File: src/verilog/pecl_div_defs_defs.vh
// register offsets, field positions, reset values and bus codes for the two
// channel clock dividers; included by the top design file and the bench.
// assumes a 10 MHz ref_clk and an AXI4-Lite master with 32-bit data.
//
// Function
// low time is low-count field plus one
// high time is high-count field plus one
// bypass bit idles counter, passes input clock
// first divider resets bypassed
// second divider resets counting
// alignment-ignore bit, bit 6, resets zero
// force level bit 5, resets low
// software sets ignore bit to force high
// start level bit 4, resets low
// phase offset field bits 3..0, resets zero
// pair A direct route by source select
// pair B direct route, same codes
// routing bit 0 disables duty correction; the design only stores the bit
// both count fields reset to zero
// period is high plus low; phase delays start
// alignment pulse restarts dividers at start level
`ifndef PECL_DIV_DEFS_DEFS_VH
`define PECL_DIV_DEFS_DEFS_VH

// ----------------------------------------------------------------------
// register indices; byte address is four times the index
// ----------------------------------------------------------------------
`define DIV0_LEN_IDX    10'h190
`define DIV0_CTL_IDX    10'h191
`define DIV0_ROUTE_IDX  10'h192
`define DIV_STATUS_IDX  10'h193
`define DIV1_LEN_IDX    10'h196
`define DIV1_CTL_IDX    10'h197
`define DIV1_ROUTE_IDX  10'h198

// ----------------------------------------------------------------------
// field positions
// ----------------------------------------------------------------------
`define LEN_LOW_HI      7
`define LEN_LOW_LO      4
`define LEN_HIGH_HI     3
`define LEN_HIGH_LO     0
`define CTL_BYPASS      7
`define CTL_NOALIGN     6
`define CTL_FORCE       5
`define CTL_START       4
`define CTL_PHASE_HI    3
`define CTL_PHASE_LO    0
`define ROUTE_DIRECT    1
`define ROUTE_DUTYOFF   0

// ----------------------------------------------------------------------
// reset values
// ----------------------------------------------------------------------
`define DIV0_LEN_RST    8'h00
`define DIV0_CTL_RST    8'h80
`define DIV1_LEN_RST    8'h00
`define DIV1_CTL_RST    8'h00
`define ROUTE_RST       8'h00

// ----------------------------------------------------------------------
// source select codes and bus responses
// ----------------------------------------------------------------------
`define SRC_EXT         2'h0
`define SRC_NONE        2'h1
`define SRC_OSC         2'h2
`define RESP_OKAY       2'h0
`define RESP_SLVERR     2'h2

`endif

File: src/verilog/pecl_channel_clock_dividers.v
// two channel dividers with their register file on AXI4-Lite and the
// routing of two differential output pairs.
// assumes all inputs are synchronous to ref_clk; the source select code
// comes from a register outside this block.
//
// Added by the designer: the AXI4-Lite register port.
`timescale 1ns/10ps
`default_nettype none
`include "pecl_div_defs_defs.vh"

module pecl_channel_clock_dividers (
	input  wire        ref_clk,
	input  wire        resetn,
	input  wire [11:0] s_axi_awaddr,
	input  wire        s_axi_awvalid,
	output reg         s_axi_awready,
	input  wire [31:0] s_axi_wdata,
	input  wire [3:0]  s_axi_wstrb,
	input  wire        s_axi_wvalid,
	output reg         s_axi_wready,
	output reg  [1:0]  s_axi_bresp,
	output reg         s_axi_bvalid,
	input  wire        s_axi_bready,
	input  wire [11:0] s_axi_araddr,
	input  wire        s_axi_arvalid,
	output reg         s_axi_arready,
	output reg  [31:0] s_axi_rdata,
	output reg  [1:0]  s_axi_rresp,
	output reg         s_axi_rvalid,
	input  wire        s_axi_rready,
	input  wire        distClk,
	input  wire        internalOscillator,
	input  wire        extClk,
	input  wire [1:0]  sourceSelect,
	input  wire        alignPulse,
	output reg         pairAOutP,
	output reg         pairAOutN,
	output reg         pairBOutP,
	output reg         pairBOutN
);

	// ------------------------------------------------------------------
	// register file
	// ------------------------------------------------------------------
	reg  [7:0] div0Len;
	reg  [7:0] div0Ctl;
	reg  [7:0] div0Route;
	reg  [7:0] div1Len;
	reg  [7:0] div1Ctl;
	reg  [7:0] div1Route;

	// ------------------------------------------------------------------
	// write channel state
	// ------------------------------------------------------------------
	reg  [11:0] wrAddr;
	reg         wrAddrHeld;
	reg  [7:0]  wrData;
	reg         wrStrb;
	reg         wrDataHeld;
	wire [9:0]  wrIdx;
	wire        wrGo;
	reg         wrHit;

	// ------------------------------------------------------------------
	// routing state per pair
	// ------------------------------------------------------------------
	localparam RT_DIV = 3'b001;
	localparam RT_OSC = 3'b010;
	localparam RT_EXT = 3'b100;

	reg  [2:0] routeA;
	reg  [2:0] routeB;
	reg  [2:0] next_routeA;
	reg  [2:0] next_routeB;
	wire       div0Out;
	wire       div1Out;
	wire       div0Running;
	wire       div1Running;
	reg        levelA;
	reg        levelB;

	// ------------------------------------------------------------------
	// read channel state
	// ------------------------------------------------------------------
	wire [9:0] rdIdx;
	reg  [7:0] rdByte;
	reg        rdHit;

	assign wrIdx = wrAddr[11:2];
	assign wrGo  = wrAddrHeld & wrDataHeld & ~s_axi_bvalid;
	assign rdIdx = s_axi_araddr[11:2];

	// ------------------------------------------------------------------
	// write address and data capture, either order
	// ------------------------------------------------------------------
	always @(posedge ref_clk or negedge resetn) begin
		if (!resetn) begin
			s_axi_awready <= 1'b1;
			s_axi_wready  <= 1'b1;
			wrAddr        <= 12'h000;
			wrAddrHeld    <= 1'b0;
			wrData        <= 8'h00;
			wrStrb        <= 1'b0;
			wrDataHeld    <= 1'b0;
		end else begin
			if (s_axi_awvalid && s_axi_awready) begin
				wrAddr        <= s_axi_awaddr;
				wrAddrHeld    <= 1'b1;
				s_axi_awready <= 1'b0;
			end else if (wrGo) begin
				wrAddrHeld <= 1'b0;
			end
			if (s_axi_wvalid && s_axi_wready) begin
				wrData       <= s_axi_wdata[7:0];
				wrStrb       <= s_axi_wstrb[0];
				wrDataHeld   <= 1'b1;
				s_axi_wready <= 1'b0;
			end else if (wrGo) begin
				wrDataHeld <= 1'b0;
			end
			// accept the next write only once the response is taken
			if (s_axi_bvalid && s_axi_bready) begin
				s_axi_awready <= 1'b1;
				s_axi_wready  <= 1'b1;
			end
		end
	end

	// ------------------------------------------------------------------
	// address decode for writes
	// ------------------------------------------------------------------
	always @* begin
		case (wrIdx)
		`DIV0_LEN_IDX:   wrHit = 1'b1;
		`DIV0_CTL_IDX:   wrHit = 1'b1;
		`DIV0_ROUTE_IDX: wrHit = 1'b1;
		`DIV_STATUS_IDX: wrHit = 1'b1;
		`DIV1_LEN_IDX:   wrHit = 1'b1;
		`DIV1_CTL_IDX:   wrHit = 1'b1;
		`DIV1_ROUTE_IDX: wrHit = 1'b1;
		default:         wrHit = 1'b0;
		endcase
	end

	// ------------------------------------------------------------------
	// register update and write response
	// ------------------------------------------------------------------
	always @(posedge ref_clk or negedge resetn) begin
		if (!resetn) begin
			div0Len      <= `DIV0_LEN_RST;
			div0Ctl      <= `DIV0_CTL_RST;
			div0Route    <= `ROUTE_RST;
			div1Len      <= `DIV1_LEN_RST;
			div1Ctl      <= `DIV1_CTL_RST;
			div1Route    <= `ROUTE_RST;
			s_axi_bvalid <= 1'b0;
			s_axi_bresp  <= `RESP_OKAY;
		end else begin
			if (wrGo) begin
				s_axi_bvalid <= 1'b1;
				s_axi_bresp  <= wrHit ? `RESP_OKAY : `RESP_SLVERR;
				// only byte lane 0 carries register bits
				if (wrStrb) begin
					case (wrIdx)
					`DIV0_LEN_IDX:   div0Len   <= wrData;
					`DIV0_CTL_IDX:   div0Ctl   <= wrData;
					`DIV0_ROUTE_IDX: div0Route <= {6'h00, wrData[1:0]};
					`DIV1_LEN_IDX:   div1Len   <= wrData;
					`DIV1_CTL_IDX:   div1Ctl   <= wrData;
					`DIV1_ROUTE_IDX: div1Route <= {6'h00, wrData[1:0]};
					default: begin
					end
					endcase
				end
			end else if (s_axi_bvalid && s_axi_bready) begin
				s_axi_bvalid <= 1'b0;
			end
		end
	end

	// ------------------------------------------------------------------
	// read decode; status shows live divider and routing state
	// ------------------------------------------------------------------
	always @* begin
		rdHit = 1'b1;
		case (rdIdx)
		`DIV0_LEN_IDX:   rdByte = div0Len;
		`DIV0_CTL_IDX:   rdByte = div0Ctl;
		`DIV0_ROUTE_IDX: rdByte = div0Route;
		`DIV1_LEN_IDX:   rdByte = div1Len;
		`DIV1_CTL_IDX:   rdByte = div1Ctl;
		`DIV1_ROUTE_IDX: rdByte = div1Route;
		`DIV_STATUS_IDX: rdByte = {routeB[1:0], routeA[1:0], levelB, levelA,
		                           div1Running, div0Running};
		default: begin
			rdByte = 8'h00;
			rdHit  = 1'b0;
		end
		endcase
	end

	always @(posedge ref_clk or negedge resetn) begin
		if (!resetn) begin
			s_axi_arready <= 1'b1;
			s_axi_rvalid  <= 1'b0;
			s_axi_rdata   <= 32'h00000000;
			s_axi_rresp   <= `RESP_OKAY;
		end else begin
			if (s_axi_arvalid && s_axi_arready) begin
				s_axi_arready <= 1'b0;
				s_axi_rvalid  <= 1'b1;
				s_axi_rdata   <= {24'h000000, rdByte};
				s_axi_rresp   <= rdHit ? `RESP_OKAY : `RESP_SLVERR;
			end else if (s_axi_rvalid && s_axi_rready) begin
				s_axi_rvalid  <= 1'b0;
				s_axi_arready <= 1'b1;
			end
		end
	end

	// ------------------------------------------------------------------
	// the two dividers
	// ------------------------------------------------------------------
	pecl_divider u_div0 (
		.ref_clk     (ref_clk),
		.resetn      (resetn),
		.highCnt     (div0Len[`LEN_HIGH_HI:`LEN_HIGH_LO]),
		.lowCnt      (div0Len[`LEN_LOW_HI:`LEN_LOW_LO]),
		.phase       (div0Ctl[`CTL_PHASE_HI:`CTL_PHASE_LO]),
		.startHigh   (div0Ctl[`CTL_START]),
		.bypass      (div0Ctl[`CTL_BYPASS]),
		.ignoreAlign (div0Ctl[`CTL_NOALIGN]),
		.forceHigh   (div0Ctl[`CTL_FORCE]),
		.alignPulse  (alignPulse),
		.clkIn       (distClk),
		.divOut      (div0Out),
		.running     (div0Running)
	);

	pecl_divider u_div1 (
		.ref_clk     (ref_clk),
		.resetn      (resetn),
		.highCnt     (div1Len[`LEN_HIGH_HI:`LEN_HIGH_LO]),
		.lowCnt      (div1Len[`LEN_LOW_HI:`LEN_LOW_LO]),
		.phase       (div1Ctl[`CTL_PHASE_HI:`CTL_PHASE_LO]),
		.startHigh   (div1Ctl[`CTL_START]),
		.bypass      (div1Ctl[`CTL_BYPASS]),
		.ignoreAlign (div1Ctl[`CTL_NOALIGN]),
		.forceHigh   (div1Ctl[`CTL_FORCE]),
		.alignPulse  (alignPulse),
		.clkIn       (distClk),
		.divOut      (div1Out),
		.running     (div1Running)
	);

	// ------------------------------------------------------------------
	// direct-route selection; code 01 keeps the present source
	// ------------------------------------------------------------------
	always @* begin
		next_routeA = routeA;
		if (!div0Route[`ROUTE_DIRECT]) begin
			next_routeA = RT_DIV;
		end else begin
			case (sourceSelect)
			`SRC_OSC: next_routeA = RT_OSC;
			`SRC_EXT: next_routeA = RT_EXT;
			default:  next_routeA = routeA;
			endcase
		end
	end

	always @* begin
		next_routeB = routeB;
		if (!div1Route[`ROUTE_DIRECT]) begin
			next_routeB = RT_DIV;
		end else begin
			case (sourceSelect)
			`SRC_OSC: next_routeB = RT_OSC;
			`SRC_EXT: next_routeB = RT_EXT;
			default:  next_routeB = routeB;
			endcase
		end
	end

	always @* begin
		case (routeA)
		RT_OSC:  levelA = internalOscillator;
		RT_EXT:  levelA = extClk;
		default: levelA = div0Out;
		endcase
	end

	always @* begin
		case (routeB)
		RT_OSC:  levelB = internalOscillator;
		RT_EXT:  levelB = extClk;
		default: levelB = div1Out;
		endcase
	end

	// ------------------------------------------------------------------
	// output pairs; the complement is registered with the true side so
	// both legs change on the same edge
	// ------------------------------------------------------------------
	always @(posedge ref_clk or negedge resetn) begin
		if (!resetn) begin
			routeA    <= RT_DIV;
			routeB    <= RT_DIV;
			pairAOutP <= 1'b0;
			pairAOutN <= 1'b1;
			pairBOutP <= 1'b0;
			pairBOutN <= 1'b1;
		end else begin
			routeA    <= next_routeA;
			routeB    <= next_routeB;
			pairAOutP <= levelA;
			pairAOutN <= ~levelA;
			pairBOutP <= levelB;
			pairBOutN <= ~levelB;
		end
	end

endmodule

`default_nettype wire

File: src/verilog/pecl_divider.v
// one programmable divider counting ref_clk cycles as its input cycles.
// assumes clkIn is a level synchronous to ref_clk.
`timescale 1ns/10ps
`default_nettype none

module pecl_divider (
	input  wire       ref_clk,
	input  wire       resetn,
	input  wire [3:0] highCnt,
	input  wire [3:0] lowCnt,
	input  wire [3:0] phase,
	input  wire       startHigh,
	input  wire       bypass,
	input  wire       ignoreAlign,
	input  wire       forceHigh,
	input  wire       alignPulse,
	input  wire       clkIn,
	output reg        divOut,
	output wire       running
);

	localparam ST_OFF  = 4'b0001;
	localparam ST_WAIT = 4'b0010;
	localparam ST_HIGH = 4'b0100;
	localparam ST_LOW  = 4'b1000;

	reg  [3:0] state;
	reg  [3:0] cnt;
	wire       restart;

	assign restart = alignPulse & ~ignoreAlign;
	assign running = (state != ST_OFF);

	always @(posedge ref_clk or negedge resetn) begin
		if (!resetn) begin
			state  <= ST_OFF;
			cnt    <= 4'h0;
			divOut <= 1'b0;
		end else if (bypass) begin
			state  <= ST_OFF;
			cnt    <= 4'h0;
			divOut <= clkIn;
		end else if (forceHigh & ignoreAlign) begin
			state  <= ST_OFF;
			cnt    <= 4'h0;
			divOut <= 1'b1;
		end else if (restart || state == ST_OFF) begin
			divOut <= startHigh;
			if (phase != 4'h0) begin
				state <= ST_WAIT;
				cnt   <= phase - 4'h1;
			end else begin
				state <= startHigh ? ST_HIGH : ST_LOW;
				cnt   <= startHigh ? highCnt : lowCnt;
			end
		end else begin
			case (state)
			ST_WAIT: begin
				if (cnt == 4'h0) begin
					state <= startHigh ? ST_HIGH : ST_LOW;
					cnt   <= startHigh ? highCnt : lowCnt;
				end else begin
					cnt <= cnt - 4'h1;
				end
			end
			ST_HIGH: begin
				if (cnt == 4'h0) begin
					state  <= ST_LOW;
					cnt    <= lowCnt;
					divOut <= 1'b0;
				end else begin
					cnt <= cnt - 4'h1;
				end
			end
			ST_LOW: begin
				if (cnt == 4'h0) begin
					state  <= ST_HIGH;
					cnt    <= highCnt;
					divOut <= 1'b1;
				end else begin
					cnt <= cnt - 4'h1;
				end
			end
			default: begin
				state  <= ST_OFF;
				cnt    <= 4'h0;
				divOut <= 1'b0;
			end
			endcase
		end
	end

endmodule

`default_nettype wire

File: config.mk
export PLATFORM = sky130hd
export DESIGN_NAME = pecl_channel_clock_dividers
export DESIGN_NICKNAME = d
export VERILOG_FILES = /design/src/verilog/pecl_channel_clock_dividers.v /design/src/verilog/pecl_divider.v
export VERILOG_INCLUDE_DIRS = /design/src /design/src/verilog
export SDC_FILE = /design/constraint.sdc
export NUM_CORES = 1
export LEC_CHECK = 0
export BUFFER_PORTS_ARGS = -buffer_cell sky130_fd_sc_hd__buf_2
export CAP_MARGIN = 20
export CELL_PAD_IN_SITES_DETAIL_PLACEMENT = 0
export CELL_PAD_IN_SITES_GLOBAL_PLACEMENT = 1
export CORE_MARGIN = 5
export CORE_UTILIZATION = 43
export DETAILED_ROUTE_END_ITERATION = 6
export GPL_TIMING_DRIVEN = 0
export PLACE_DENSITY = 0.77
export SETUP_SLACK_MARGIN = 0.15
export SYNTH_ARGS = -nofsm -noshare
export SYNTH_HDL_FRONTEND = slang
export SYNTH_HIERARCHICAL = 1
export SYNTH_SLANG_ARGS = --single-unit
File: constraint.sdc
create_clock -name ref_clk -period 2.7 [get_ports ref_clk]
set_clock_uncertainty 0.15 [all_clocks]
set_input_delay 0.54 -clock ref_clk [delete_from_list [all_inputs] [get_ports ref_clk]]
set_output_delay 0.54 -clock ref_clk [all_outputs]
set_load 0.005 [all_outputs]
---- Word-level counts from Yosys, hierarchy flattened ----
Index checks and enable logic that the tools add are counted.
Widths: inputs -> output; s select.
operators by class
  reduce and logical (&&, ||, !) cells .... 30
  multiplexer cells ....................... 71
  equality and inequality tests ........... 39
  bitwise gates (word level) .............. 11
  add/subtract/negate cells ............... 4
operator list
  kind                 number
  $eq 10x9->1 const B  14
  $mux 4               32
  $pmux 8 s7           1
  $pmux 4 s3           4
  $ne 5x2->1 const B   6
  $reduce_and 3->1     10
  $mux 1               25
  $sub 4x1->4 const B  4
  $reduce_or 7->1      2
  $reduce_bool 2->1    6
  $eq 4x1->1 const B   2
  $eq 4x2->1 const B   2
  $eq 4x3->1 const B   2
  $eq 4x4->1 const B   2
  $logic_not 4->1      2
  $ne 4x1->1 const B   2
  $ne 4x2->1 const B   2
  $reduce_bool 4->1    2
  $and 1x1->1          6
  $eq 3x2->1 const B   2
  $eq 3x3->1 const B   2
  $mux 3               2
  $ne 3x1->1 const B   2
  $pmux 1 s3           2
  other kinds (8)      19
word-level totals
  flip-flop bits (word level) ............. 104
  word-level logic and storage cells ...... 186
  input port bits ......................... 73
  output and inout port bits .............. 45

---- Logic depth before layout (Yosys ltp) ----
  depth after elaboration ................. 6
  depth in mapped cells ................... 8
  depth with buffers taken out ............ 7

---- Cells and area by module ----
The synthesis kept the hierarchy.
modules (own cells, without submodules)
  module                       times used  seq. area each (um2)  cells each  area an instance (um2)
  pecl_channel_clock_dividers  1           2,062.0               302         3,781.1
  pecl_divider at u_div0       1           226.5                 116         1,038.5
  pecl_divider at u_div1       1           226.5                 110         950.9

---- Worst setup path after synthesis ----
No wires, ideal clock.
  kind .................................... register to register
  from .................................... register u_div1.state[0]
  to ...................................... register s_axi_rdata[1]
  path buffers ............................ 1
  required time ........................... 2.424 ns
  setup time .............................. 0.126 ns
  stages on the path, launching flop included .. 6
  path slack .............................. 0.519 ns
  arrival ................................. 1.905 ns
  period minus slack after synthesis ...... 2.181 ns
  cells stage by stage .................... dfstp_2 buf_6 or4b_4 mux2_2 a22o_1 a221o_1
between the ends
  word-level cells in the longest chain between the ends .. 2
RTL lines
  item                    RTL line                           RTL
  start, declared         pecl_divider.v:27                  reg [3:0] state;
  start signal, assigned  pecl_divider.v:53                  state <= startHigh ? ST_HIGH : ST_LOW;
  start signal, assigned  pecl_divider.v:60                  state <= startHigh ? ST_HIGH : ST_LOW;
  $ne 4x1->1              pecl_divider.v:32                  assign running = (state != ST_OFF);
  via div1Running         pecl_channel_clock_dividers.v:78   wire div1Running;
  $pmux 8 s7              pecl_channel_clock_dividers.v:186  case (rdIdx)
  end signal, assigned    pecl_channel_clock_dividers.v:212  s_axi_rdata <= {24'h000000, rdByte};
  end, declared           pecl_channel_clock_dividers.v:27   output reg [31:0] s_axi_rdata,
The timed path passes the listed nets, and every way through them passes these cells.
A chain may end at the register's enable or synchronous reset.

---- Final worst setup path ----
Ends and elaborated chain as after synthesis.

==> run_results.csv <==
group,metric,value,unit
sta,tns,0,ns
clocking,holdBufCountCts,0,
layout,syn_to_final_growth,15.78,%
floorplan,start_util,43.75,%
sta,worst_slack,0.4164,ns
synth,ys_types,82,
layout,nets,704,
sta,slew_headroom,40.16,%
critical_path,crit_type,"flop to flop",
sta,post-route-period-util,84.58,%
detailed_routing,drcViolationCount,0,
placement,post-place-ws,0.3471,ns
power_and_ir_drop,p_leak,3.182,nW
critical_path,endpoint_kind,"flop",
clocking,postCtsSetupRepairBufs,0,
sta,clock.fmax,437.9,MHz
floorplan,coreArea,13190,µm²
global_route,antenna_found_initial,0,
sta,slew_viol_final,0,
floorplan,die_h,125.8,µm
clocking,clkSinkCount,100,
layout,drive_gt1_share,32.80,%
layout,mostFrequentLayoutCells,"90 x dfrtp_1, 63 x buf_2, 59 x mux2_2, 30 x inv_1, 30 x buf_4",
global_route,grt_pass1_wl,21860,µm
run,cap_violations,0,
layout,final_common_cell,"dfrtp_1",
clocking,worstSkewPairLatency,0.35,ns
sta,rsz0062_at_grt,"false",
clocking,numCtsBuffers,9,
power_and_ir_drop,switching_power,0.001747,W
detailed_routing,initialDrtViolationCount,239,
critical_path,cp_max_fo,9,
critical_path,cpMaxStageDelayCell,"dfstp_2",
critical_path,crit_path_cell_trace,"buf_6 > or4b_4 > mux2_2 > a22o_1 > a221o_1",
critical_path,reg2reg_slack,0.42,ns
layout,fillCellCount,1204,
layout,multi_input_area,2898,µm²
clocking,cts-root-buf,"clkbuf_16",
critical_path,r2r.worst_path.cells,5,
critical_path,r2r_end,"s_axi_rdata[1]",
power_and_ir_drop,ir_worst_vdd,398.1,µV
power_and_ir_drop,internal_power,0.003199,W
placement,gp_congestion,0.8893,
critical_path,crit_path_start_kind,"flop",
layout,finish.utilization,50.65,%
synth,netlist_instances,528,
synth,syn_area,5771,µm²
critical_path,worstPathArrival,2.37,ns
detailed_routing,vias,4340,
critical_path,crit_required,2.78,ns
global_route,grt_usage,16.95,%
placement,hpwl,10290,µm
clocking,htreeDepth,3,
clocking,clk_path_buf_depth,2,
power_and_ir_drop,power.density,740.2,nW/µm²
min_path,hold_path_class,"input port to asynchronous set/reset pin",
global_route,grt_pass1_vias,4238,
detailed_routing,postRouteAntennaNets,0,
synth,synth_edf_count,0,
clocking,cts_tree,"built",
synth,synth_seq_cells,100,
power_and_ir_drop,p_clk_share,24.6,%
sta,worstMarginPinSlew,0.8895,ns
synth,synth-async-reset-ratio,100.0,%
synth,synthesis.area_per_instance,10.93,µm²
critical_path,r2r-start,"u_div1/state[0]",
placement,numPortBuffers,58,
synth,yosys_most_used_dff,"dfrtp_1",
power_and_ir_drop,comb_power_share,32.9,%
power_and_ir_drop,swShare,35.32,%
critical_path,crit_path_max_incr_delay,0.53,ns
detailed_routing,wl_per_cell,16.80,µm
synth,yosysWarnings,6,
layout,regArea,2515,µm²
power_and_ir_drop,seq_power_share,42.5,%
sta,hold_violations,0,
global_route,grt_max_degree,55,
floorplan,die-area,15840,µm²
detailed_routing,routed_wl,13510,µm
clocking,clk_pin_slew_worst_paths,0.07,ns
floorplan,ios,118,
sta,finalSetupViolations,0,
sta,holdWs,0.05387,ns
detailed_routing,vias_per_cell,5.398,
synth,yosysSeqAreaShare,43.58,%
clocking,cts_resized,0,
run_status,status,"finished clean",
floorplan,die_w,125.8,µm
sta,fin_crit,2.284,ns
layout,diodes,0,
floorplan,fp-row-count,42,
global_route,overflow,0,
detailed_routing,first_pass_iters,4,
## Yosys cell counts (9+ instances only)
cell type,instances,area share (%)
dfrtp_1,90,39
a21oi_1,25,2.2
nand2_1,26,1.7
nand3_1,9,0.78
a22oi_1,12,1.6
nor2_1,13,0.85
buf_4,29,3.8
dfstp_2,10,4.6
o22ai_1,10,1.1
inv_1,30,2.0
o21ai_0,19,1.6
mux2_2,59,12
nand2b_1,12,1.3
nor2b_1,11,1.2
mux2i_1,27,4.7
## power by group through the flow
stage          logic (W)  registers, W  clock network (W)
2_1_floorplan    0.00123       0.00203                  0
3_3_place_gp     0.00158       0.00211                  0
3_5_place_dp     0.00162       0.00213                  0
4_1_cts          0.00162       0.00211            0.00125
5_1_grt          0.00180       0.00215            0.00130
6_report         0.00163       0.00210            0.00122
## metrics by stage
| step | instances | power (W) | instance area, µm² |
|---|---|---|---|
| floorplan | 553 | 0.003268 | 5864 |
| global placement | 787 | 0.003684 | 6375 |
| detailed placement | 788 | 0.003754 | 6405 |
| CTS | 804 | 0.004981 | 6681 |
| global route | 804 | 0.005256 | 6681 |
| finish | 804 | 0.004946 | 6681 |
## cell type report
| type | instances | share of cell area (%) |
|---|---|---|
| clock buffers | 10 | 3.427 |
| clock inverters | 6 | 0.7116 |
| well taps | 176 | 3.296 |
| inverters | 30 | 1.685 |
| multi-input cells | 374 | 43.37 |
| plain buffers | 49 | 5.075 |
| repair buffers | 59 | 4.794 |
| flip-flops and latches | 100 | 37.64 |
## worst max-delay path: cells and delay by family (launching register included)
kind / cells / cell delay [ns]
AO/OA/AOI/OAI: 2 / 0.54
AND/OR/NAND/NOR: 1 / 0.51
multiplexers: 1 / 0.30
flip-flops: 1 / 0.53
buffers and inverters: 1 / 0.13
## flip-flops by register name (all words and copies together) (netlist names), 2 cells and up
register      count
div0Route         2
div0Ctl           8
div1Route         2
wrAddr           10
u_div1/state      4
u_div1/cnt        4
s_axi_rdata       8
routeB            3
u_div0/cnt        4
div0Len           8
wrData            8
div1Len           8
routeA            3
u_div0/state      4
div1Ctl           8
## worst max path at each step
| stage | from | to | slack [ns] | depth (start not counted) |
|---|---|---|---|---|
| after CTS | u_div1/state[0] | s_axi_rdata[1] | 0.41 | 5 |
| after global routing | u_div1/state[0] | s_axi_rdata[1] | 0.38 | 5 |
| after floorplan | u_div1/state[0] | s_axi_rdata[1] | 0.52 | 5 |
| final | u_div1/state[0] | s_axi_rdata[1] | 0.42 | 5 |
| after detailed placement | alignPulse | u_div1/state[3] | 0.35 | 6 |
| after global placement | resetn | u_div0/cnt[3] | -0.08 | 1 |
## logic make-up after synthesis
group                      Yosys count  synth area share, %
and+or+nand+nor                    124                14.09
AOI/OAI and AO/OA                  123                15.39
DFF                                100                43.58
muxes                               87                16.39
buffers and inverters               79                7.828
adders and majority gates            8                1.735
xor gates and xnor gates             6               0.9108
other                                1              0.06499
## routing by layer
metal | GRT usage (%) | part of all wire (%) | routed length, µm
met1 | 24.42 | 48 | 6482
met2 | 25.30 | 43 | 5754
met3 | 3.556 | 7.2 | 971
met4 | 6.246 | 2.2 | 296
met5 | 0 | 0 | 0
Power figures use the tool's default switching activity.
